[config.mk]
export PLATFORM = sky130hd
export DESIGN_NAME = eis_top
export DESIGN_NICKNAME = d
export VERILOG_FILES = /design/src/hw/eis_pkg.sv /design/src/hw/eis_src_if.sv /design/src/hw/eis_src_sync.sv /design/src/hw/eis_top.sv
export SDC_FILE = /design/constraint.sdc
export NUM_CORES = 1
export LEC_CHECK = 0
export ABC_AREA = 1
export BUFFER_PORTS_ARGS = -buffer_cell sky130_fd_sc_hd__buf_4
export CORE_ASPECT_RATIO = 0.7
export CORE_MARGIN = 2
export CORE_UTILIZATION = 59
export CTS_CLUSTER_DIAMETER = 120
export DETAILED_ROUTE_END_ITERATION = 8
export GPL_TIMING_DRIVEN = 0
export HOLD_SLACK_MARGIN = 0.15
export PLACE_DENSITY = 0.94
export SKIP_CTS_REPAIR_TIMING = 1
export SLEW_MARGIN = 20
export SYNTH_ARGS = -nofsm -noshare
export SYNTH_HDL_FRONTEND = slang
export SYNTH_SLANG_ARGS = --single-unit
[constraint.sdc]
create_clock -name CLK_SYS -period 3.6 [get_ports CLK_SYS]
set_input_delay 0.54 -clock CLK_SYS [delete_from_list [all_inputs] [get_ports CLK_SYS]]
set_output_delay 0.54 -clock CLK_SYS [all_outputs]
set_load 0.01 [all_outputs]
[src/hw/eis_pkg.sv]
// Constants shared by the external interrupt synchronizer files.
package eis_pkg;

    // ========================================================================
    // Source counts and index layout
    // ========================================================================
    localparam int NUM_REQ   = 4;   // Dedicated request pins.
    localparam int NUM_STD   = 8;   // Standard general-purpose pins.
    localparam int NUM_WAKE  = 8;   // Wake-up general-purpose pins.
    localparam int NUM_SRC   = NUM_REQ + NUM_STD + NUM_WAKE;
    localparam int BASE_STD  = NUM_REQ;            // First standard index.
    localparam int BASE_WAKE = NUM_REQ + NUM_STD;  // First wake-up index.
    localparam int ID_W      = 5;   // Width of a source index.

    // ========================================================================
    // Latency figures in peripheral-clock cycles
    // ========================================================================
    localparam int REQ_LATENCY   = 10;  // Request pin to core input.
    localparam int GP_LATENCY    = 12;  // General-purpose pin to core input.
    // Cycles spent in two sync stages, flag and output flop; edge detect is combinational.
    localparam int PIPE_OVERHEAD = 4;
    localparam int REQ_DELAY     = REQ_LATENCY - PIPE_OVERHEAD;
    localparam int GP_DELAY      = GP_LATENCY - PIPE_OVERHEAD;

endpackage

[src/hw/eis_src_if.sv]
// Interface carrying one group's enable, clear and pending vectors.
`timescale 1ns/1ps

interface eis_src_if #(parameter int N = 4);
    logic [N-1:0] enable;   // Event capture allowed, per source.
    logic [N-1:0] clear;    // Pending clear pulse, per source.
    logic [N-1:0] pending;  // Pending flag, per source.

    // Capture side holds the flags.
    modport leaf (input enable, input clear, output pending);
    // Mapping side steers and reads them.
    modport core (output enable, output clear, input pending);
endinterface

[src/hw/eis_src_sync.sv]
// One group of interrupt inputs: synchroniser, delay line, pending flags.
`timescale 1ns/1ps

module eis_src_sync #(
    parameter int N     = 4,
    parameter int DELAY = 6
) (
    // Clock and reset.
    input  wire logic         clk,
    input  wire logic         reset,
    // Asynchronous pins, active high.
    input  wire logic [N-1:0] pin,
    // Flag group.
    eis_src_if.leaf           grp
);

    // ========================================================================
    // Parameter check
    // ========================================================================
    if (DELAY < 1 || N < 1)
    begin : g_bad_param
        $error("eis_src_sync needs DELAY and N of at least one.");
    end

    logic [N-1:0] meta;            // First stage, read only by stage two.
    logic [N-1:0] stable;          // Second stage, safe to use.
    logic [N-1:0] stable_d;        // Stage two delayed, for edge detect.
    logic [N-1:0] rise;            // Rising edge seen on the stable copy.
    logic [N-1:0] dly [DELAY];     // Delay line that sets the latency.

    // ========================================================================
    // Synchroniser
    // ========================================================================
    // Two flops bring each pin into the clock domain before any use.
    always_ff @(posedge clk)
    begin
        if (reset)
        begin
            meta     <= '0;
            stable   <= '0;
            stable_d <= '0;
        end
        else
        begin
            meta     <= pin;
            stable   <= meta;
            stable_d <= stable;
        end
    end

    // An event is a low to high change after synchronisation.
    assign rise = stable & ~stable_d;

    // ========================================================================
    // Delay line
    // ========================================================================
    // Pads the path so the core input rises at the fixed latency.
    always_ff @(posedge clk)
    begin
        if (reset)
        begin
            for (int k = 0; k < DELAY; k++)
            begin
                dly[k] <= '0;
            end
        end
        else
        begin
            dly[0] <= rise;
            for (int k = 1; k < DELAY; k++)
            begin
                dly[k] <= dly[k-1];
            end
        end
    end

    // ========================================================================
    // Pending flags
    // ========================================================================
    // A flag already set absorbs a new event, so repeats are neither counted
    // nor queued. An arriving event wins over a clear in the same cycle.
    always_ff @(posedge clk)
    begin
        if (reset)
        begin
            grp.pending <= '0;
        end
        else
        begin
            grp.pending <= (grp.pending & ~grp.clear)
                         | (dly[DELAY-1] & grp.enable);
        end
    end
endmodule

[src/hw/eis_top.sv]
// External interrupt synchronizer: capture, flag and map to core inputs.
//
// Contract
// - Accept four request, eight standard, eight wake pins.
// - Standard pins raise nothing during power-down.
// - Synchronise every input before mapping.
// - Request pins reach core in ten cycles.
// - General-purpose pins reach normal core in twelve.
// - Latencies hold only for uncontested enabled sources.
// - Repeat while pending is ignored, not queued.
`timescale 1ns/1ps

module eis_top (
    // Clock and reset.
    input  wire logic                        CLK_SYS,
    input  wire logic                        RESET,
    // Interrupt pins, asynchronous, active high.
    input  wire logic [eis_pkg::NUM_REQ-1:0]  REQ_PIN,
    input  wire logic [eis_pkg::NUM_STD-1:0]  STD_GP_PIN,
    input  wire logic [eis_pkg::NUM_WAKE-1:0] WAKE_PIN,
    // Controls from on-chip logic on the same clock.
    input  wire logic                        POWER_DOWN,
    input  wire logic                        REQ0_CRITICAL,
    input  wire logic [eis_pkg::NUM_SRC-1:0]  SRC_ENABLE,
    input  wire logic [eis_pkg::NUM_SRC-1:0]  SRC_MASK,
    input  wire logic [eis_pkg::NUM_SRC-1:0]  PEND_CLEAR,
    // Core interrupt inputs and status.
    output logic                             CORE_CRIT_INT,
    output logic                             CORE_NORM_INT,
    output logic      [eis_pkg::NUM_SRC-1:0]  PENDING,
    output logic      [eis_pkg::ID_W-1:0]     NORM_SRC_ID,
    output logic                             NORM_SRC_VALID
);

    // ========================================================================
    // Groups
    // ========================================================================
    eis_src_if #(.N(eis_pkg::NUM_REQ))  req_if  ();
    eis_src_if #(.N(eis_pkg::NUM_STD))  std_if  ();
    eis_src_if #(.N(eis_pkg::NUM_WAKE)) wake_if ();

    logic [eis_pkg::NUM_SRC-1:0] unmasked;   // Pending and not masked.
    logic [eis_pkg::NUM_SRC-1:0] norm_act;   // Sources routed to normal.
    logic                        crit_act;   // Request zero routed critical.
    logic [eis_pkg::ID_W-1:0]    next_id;    // Winning normal source.

    // Capture enables: standard pins are shut off in power-down.
    assign req_if.enable  = SRC_ENABLE[eis_pkg::BASE_STD-1:0];
    assign std_if.enable  = SRC_ENABLE[eis_pkg::BASE_WAKE-1:eis_pkg::BASE_STD]
                          & {eis_pkg::NUM_STD{~POWER_DOWN}};
    assign wake_if.enable = SRC_ENABLE[eis_pkg::NUM_SRC-1:eis_pkg::BASE_WAKE];

    // Clear pulses split per group.
    assign req_if.clear  = PEND_CLEAR[eis_pkg::BASE_STD-1:0];
    assign std_if.clear  = PEND_CLEAR[eis_pkg::BASE_WAKE-1:eis_pkg::BASE_STD];
    assign wake_if.clear = PEND_CLEAR[eis_pkg::NUM_SRC-1:eis_pkg::BASE_WAKE];

    // Flags gathered in index order: requests, standard, wake-up.
    assign PENDING = {wake_if.pending, std_if.pending, req_if.pending};

    // ========================================================================
    // Capture groups
    // ========================================================================
    // Request pins get the shorter delay line.
    eis_src_sync #(
        .N     (eis_pkg::NUM_REQ),
        .DELAY (eis_pkg::REQ_DELAY)
    ) u_req (
        .clk   (CLK_SYS),
        .reset (RESET),
        .pin   (REQ_PIN),
        .grp   (req_if)
    );

    // Standard general-purpose pins.
    eis_src_sync #(
        .N     (eis_pkg::NUM_STD),
        .DELAY (eis_pkg::GP_DELAY)
    ) u_std (
        .clk   (CLK_SYS),
        .reset (RESET),
        .pin   (STD_GP_PIN),
        .grp   (std_if)
    );

    // Wake-up pins stay live in power-down.
    eis_src_sync #(
        .N     (eis_pkg::NUM_WAKE),
        .DELAY (eis_pkg::GP_DELAY)
    ) u_wake (
        .clk   (CLK_SYS),
        .reset (RESET),
        .pin   (WAKE_PIN),
        .grp   (wake_if)
    );

    // ========================================================================
    // Mapping and priority
    // ========================================================================
    // Request zero goes to the critical input when selected, else normal.
    always_comb
    begin
        unmasked    = PENDING & ~SRC_MASK;
        norm_act    = unmasked;
        norm_act[0] = unmasked[0] & ~REQ0_CRITICAL;
        crit_act    = unmasked[0] & REQ0_CRITICAL;
    end

    // Lowest index wins; others wait, which lengthens their latency.
    always_comb
    begin
        next_id = '0;
        for (int i = eis_pkg::NUM_SRC - 1; i >= 0; i--)
        begin
            if (norm_act[i])
            begin
                next_id = eis_pkg::ID_W'(i);
            end
        end
    end

    // ========================================================================
    // Core outputs
    // ========================================================================
    // One output flop closes the fixed latency of each path.
    always_ff @(posedge CLK_SYS)
    begin
        if (RESET)
        begin
            CORE_CRIT_INT  <= 1'b0;
            CORE_NORM_INT  <= 1'b0;
            NORM_SRC_ID    <= '0;
            NORM_SRC_VALID <= 1'b0;
        end
        else
        begin
            CORE_CRIT_INT  <= crit_act;
            CORE_NORM_INT  <= |norm_act;
            NORM_SRC_ID    <= next_id;
            NORM_SRC_VALID <= |norm_act;
        end
    end
endmodule

## Word level (Yosys, flattened, before mapping)

Memory sizes are Yosys's and may differ from the RTL's.
Cells that the tools add are included.

- Reduce and logical (&&, ||, !) cells: 6
- Bitwise logic cells: 47
- Mux-type cells: 44

Operator list:

| kind | count |
|---|---|
| $mux W8 | 16 |
| $and A8 B8 Y8 | 7 |
| $mux W4 | 14 |
| $not A8 Y8 | 4 |
| $or A1 B1 Y1 | 22 |
| $and A20 B20 Y20 | 1 |
| $mux W5 | 4 |
| $not A20 Y20 | 1 |
| $reduce_or A20 Y1 | 1 |
| $reduce_or A17 Y1 | 1 |
| $or A8 B8 Y8 | 2 |
| $and A4 B4 Y4 | 3 |
| $mux W3 | 4 |
| $reduce_or A9 Y1 | 1 |
| $not A4 Y4 | 2 |
| $reduce_or A5 Y1 | 1 |
| $mux W1 | 4 |
| $mux W2 | 2 |
| $or A4 B4 Y4 | 1 |
| $reduce_or A3 Y1 | 1 |
| $and A1 B1 Y1 | 2 |
| $not A1 Y1 | 2 |
| $reduce_or A2 Y1 | 1 |

- Input port bits: 84
- Word-level logic and storage cells: 119
- Memory bits (writable): 152
- Memories: 3
- Output and inout bits: 28
- Flip-flop bits (word level): 87

Memories:

| name | words | bits a word | read ports | clocked after Yosys merged registers in | write ports | line | source |
|---|---|---|---|---|---|---|---|
| u_std.dly | 8 | 8 | 8 | 0 | 8 | eis_src_sync.sv:29 | `logic [N-1:0] dly [DELAY];` |
| u_wake.dly | 8 | 8 | 8 | 0 | 8 | eis_src_sync.sv:29 |  |
| u_req.dly | 6 | 4 | 6 | 0 | 6 | eis_src_sync.sv:29 |  |

## Logic depth before layout (Yosys ltp)

- Depth after elaboration: 21
- Mapped depth: 20
- Gate-level depth less buffers: 20

## Modules after synthesis

A second synthesis with hierarchy kept.

- Cell total of the unflattened synthesis: 861
- Area, all modules: 7569.8 µm²

By module, submodules not included:

| module | area an instance (µm²) | cells an instance | times used | sequential area each (µm²) |
|---|---|---|---|---|
| eis_src_sync at u_std ... | 2864.0 | 307 | 2 | 1921.8 |
| eis_src_sync at u_req | 1179.9 | 128 | 1 | 800.8 |
| eis_top | 661.9 | 119 | 1 | 140.1 |

## Worst setup path after synthesis

No wires, ideal clock.

- Path kind: input to register
- Start: in SRC_MASK[18] (netlist name)
- End: reg NORM_SRC_ID[0] (netlist name)
- Slack: 2.084 ns
- Data required time: 3.486 ns
- Stages on the path: 20
- Path buffers: 0
- Setup time: 0.114 ns
- Data arrival time: 1.403 ns
- Path through: inv_1 > nand2_1 > nand2_1 > nand2_1 > nand2_1 > nand2_1 > nand2_1 > nand2_1 > nand2_1 > nand2_1 > nand2_1 > nand2_1 > nand2_1 > nand2_1 > nand2_1 > nand2_1 > nand2_1 > nand2_1 > nand2_1 > a21oi_2

- Cells in the longest elaborated chain, start to end: 20

Ends and longest elaborated chain:

| what | line | source |
|---|---|---|
| start, declared | eis_top.sv:25 | `input wire logic [eis_pkg::NUM_SRC-1:0] SRC_MASK,` |
| $not A20 Y20 | eis_top.sv:103 | `unmasked = PENDING & ~SRC_MASK;` |
| $and A20 B20 Y20 | eis_top.sv:103 |  |
| $mux W5 (3 in series) | eis_top.sv:115 | `if (norm_act[i])` |
| $mux W4 (8 in series) | eis_top.sv:115 |  |
| $mux W3 (4 in series) | eis_top.sv:115 |  |
| $mux W2 (2 in series) | eis_top.sv:115 |  |
| $mux W1 | eis_top.sv:115 |  |
| end signal, assigned | eis_top.sv:139 | `NORM_SRC_ID <= next_id;` |
| end, declared | eis_top.sv:31 | `output logic [eis_pkg::ID_W-1:0] NORM_SRC_ID,` |

Every way passes these cells.
A chain may end at the register's enable or synchronous reset.

## Worst setup path after layout

- Start: reg u_wake.grp.pending[7]
- End: reg NORM_SRC_ID[0] (netlist name)

- Cells in the longest elaborated chain, start to end: 20

Ends and longest elaborated chain:

| what | line | source |
|---|---|---|
| start, declared | eis_src_if.sv:10 | `modport leaf (input enable, input clear, output pending);` |
| start signal, assigned | eis_src_sync.sv:90 | `grp.pending <= (grp.pending & ~grp.clear)` |
| $and A20 B20 Y20 | eis_top.sv:103 |  |
| $mux W5 (4 in series) | eis_top.sv:115 |  |
| $mux W4 (8 in series) | eis_top.sv:115 |  |
| $mux W3 (4 in series) | eis_top.sv:115 |  |
| $mux W2 (2 in series) | eis_top.sv:115 |  |
| $mux W1 | eis_top.sv:115 |  |

Every way passes these cells.

==> flow_summary.yaml <==
run_status:
  status: "complete, no violations"
power:
  powerDensity_nw_per_um2: 573
  combPwrFrac_pct: 3.5
  ir_drop_mv: 0.361
  p_clk_share_pct: 43.9
  totalPowerFinal_mw: 5.12
  p_leak_nw: 4.05
  intPower_mw: 4.10
  p_seq_share_pct: 52.6
  switching_power_mw: 1.03
  swShare_pct: 20.1
clock_tree:
  cts_root_buf: "clkbuf_16"
  h-tree-depth: 1
  clock_latency_ns: 0.49
  clockBufferDepth: 3
  cts_sinks: 239
  numCtsBuffers: 21
  cts_tree: "yes"
  clkTransAtPathRegs_ns: 0.07
sta:
  hold_viol_final: 0
  min_period_over_period_pct: 46.3
  hold_slack_ns: 0.223
  tightest_slew_ns: 0.640
  setup_viol: 0
  max_freq_mhz: 599
  fin_crit_ns: 1.67
  tns_ns: 0
  maxSlewHeadroom_pct: 57.3
  fin_skew_ns: 0.0115
  rsz0062_at_grt: "false"
  setup_ws_ns: 1.93
  slew_violations: 0
final_layout:
  layout.nets: 1055
  final_util_pct: 75.7
  insertedDiodeCount: 0
  stdcell_count: 1142
  final_area_um2: 8940
  nFillCells: 762
  areaGrowthSynthToFinish_pct: 23.9
  drive_gt1_share_pct: 16.3
synthesis:
  synthesis.nets: 922
  ys_seq_elements: 239
  ys_types: 24
  async_flop_share_pct: 0
  synth.area.top_cells: "dfxtp_1, inv_1, nor2_1, nand2_1, nor3_1"
  synth_edf_count: 0
  avgSynthCellArea_um2: 8.61
  syn_inst: 838
  synth_top_cell_by_area: "dfxtp_1"
  synth_ff_type: "dfxtp_1"
  synthTopCellsByCount: "dfxtp_1, inv_1, nor2_1"
  yosys_warnings: 0
  synth_top_area_share_pct: 66.3
  synth_area_um2: 7220
  seq_area_frac_synth_pct: 66.3
  yosysMostFrequentCell: "dfxtp_1"
routing:
  routed-via-count: 5069
  ant_nets: 0
  drt_iter0_drc: 196
  drc: 0
  wirelength_mm: 13.7
  firstDrtPassIters: 4
  vias_per_cell: 4.44
  drt-wirelength-per-cell_um: 12.0
worst_setup_path:
  path_class: "reg -> reg"
  setup.worst_path.start_class: "flip-flop"
  cp_max_fo: 3
  cp_data_arrival_time_ns: 2.09
  cp-end-kind: "flip-flop"
  cp.required_ns: 4.03
global_routing:
  grt_use_total_pct: 21.4
  grt_pass1_vias: 5052
  grt_pass1_wl_mm: 21.9
  grt_overflow_total: 0
  antenna_found_initial: 0
  grt_max_degree: 17
die:
  rows: 33
  die_y_um: 96.5
  core_um2: 11800
  dieArea_um2: 13100
  ioPinCount: 112
  initial_utilization_pct: 61.1
  die_w_um: 136
flow_run:
  maxCapViolations: 0
place:
  placed_cell_area_um2: 8240
  io_buffer_count: 110
  dp_hpwl_mm: 9.18
  placed_cells: 1105
  gp_congestion: 0.845
  place_ws_ns: 1.62
hold_path:
  hold_path_class: "in -> reg"
[layout by cell type, fill, tap and decap left out, types with 2 or more instances in the layout]
master,instances
bufinv_16,2
nand3_1,10
nand2_1,60
nand2_4,6
clkbuf_16,21
nor2_1,204
clkbuf_8,5
clkbuf_1,27
nor3_1,24
buf_4,111
inv_2,2
a2bb2oi_1,3
dfxtp_1,239
buf_1,2
clkinv_2,2
a21oi_1,17
nand2_2,5
a31oi_1,2
inv_1,231
[worst paths after layout]
check,startpoint,to,slack (ns),depth (start not counted)
worst max-delay path,u_wake.grp.pending[7]$_SDFF_PP0_,NORM_SRC_ID[0]$_SDFF_PP0_,1.93,20
worst min-delay path,SRC_MASK[0],CORE_CRIT_INT$_SDFF_PP0_,0.22,2
worst max register to register,u_wake.grp.pending[7]$_SDFF_PP0_,NORM_SRC_ID[0]$_SDFF_PP0_,1.93,20
worst min register to register,u_std.stable_d[2]$_SDFF_PP0_,u_std.dly[0][2]$_SDFF_PP0_,0.39,1
[metal layers]
metal / track usage [%] / share of wire [%]
met2: 41.3 / 49
met4: 10.6 / 3.8
met1: 22.0 / 38
met5: 0 / 0
met3: 5.16 / 9.5
[cell families (layout without fill, tap and decap cells)]
kind of cell | count (synthesis) | in the layout | synth area share [%]
DFF | 239 | 239 | 66.3
AOI/OAI and AO/OA | 28 | 28 | 2.31
buffers and inverters | 261 | 408 | 13.8
and+or+nand+nor | 310 | 310 | 17.5
[power by group through the flow]
| stage | clock network (mW) | registers (mW) | logic (mW) |
|---|---|---|---|
| 6_report | 2.25 | 2.70 | 0.182 |
| 3_5_place_dp | 0 | 2.75 | 0.179 |
| 5_1_grt | 2.39 | 2.70 | 0.202 |
| 4_1_cts | 2.28 | 2.70 | 0.183 |
| 3_3_place_gp | 0 | 2.75 | 0.173 |
| 2_1_floorplan | 0 | 2.75 | 0.0821 |
[cell type report]
class	instances	area, µm²	area share [%]
flip-flops and latches	239	4780	53.5
clock buffers	30	609	6.81
repair buffers	110	826	9.23
multi-input cells	338	1430	16.0
well taps	157	196	2.20
inverters	234	892	9.98
plain buffers	27	106	1.19
clock inverters	7	95.1	1.06
[sequential cells by signal (all words and copies together) (netlist names), 4 cells and up]
signal,count
u_std.dly,64
u_wake.dly,64
u_req.dly,24
u_std.grp.pending,8
u_std.meta,8
u_std.stable,8
u_std.stable_d,8
u_wake.grp.pending,8
u_wake.meta,8
u_wake.stable,8
u_wake.stable_d,8
NORM_SRC_ID,5
u_req.grp.pending,4
u_req.meta,4
u_req.stable,4
u_req.stable_d,4
[critical path, cell delays in order (launching register included)]
cell,delay [ns]
dfxtp_1,0.38
inv_1,0.10
nor2_2,0.08
nand2_1,0.05
nand2_1,0.05
nand2_1,0.05
nand2_1,0.05
nand2_1,0.05
nand2_1,0.05
nand2_1,0.06
nand2_1,0.06
nand2_1,0.06
nand2_1,0.06
nand2_1,0.05
nand2_1,0.07
nand2_1,0.07
nand2_1,0.07
nand2_1,0.05
nand2_1,0.05
nand2_1,0.06
a21oi_2,0.11
Note: power is estimated with default switching activity, not from simulation.
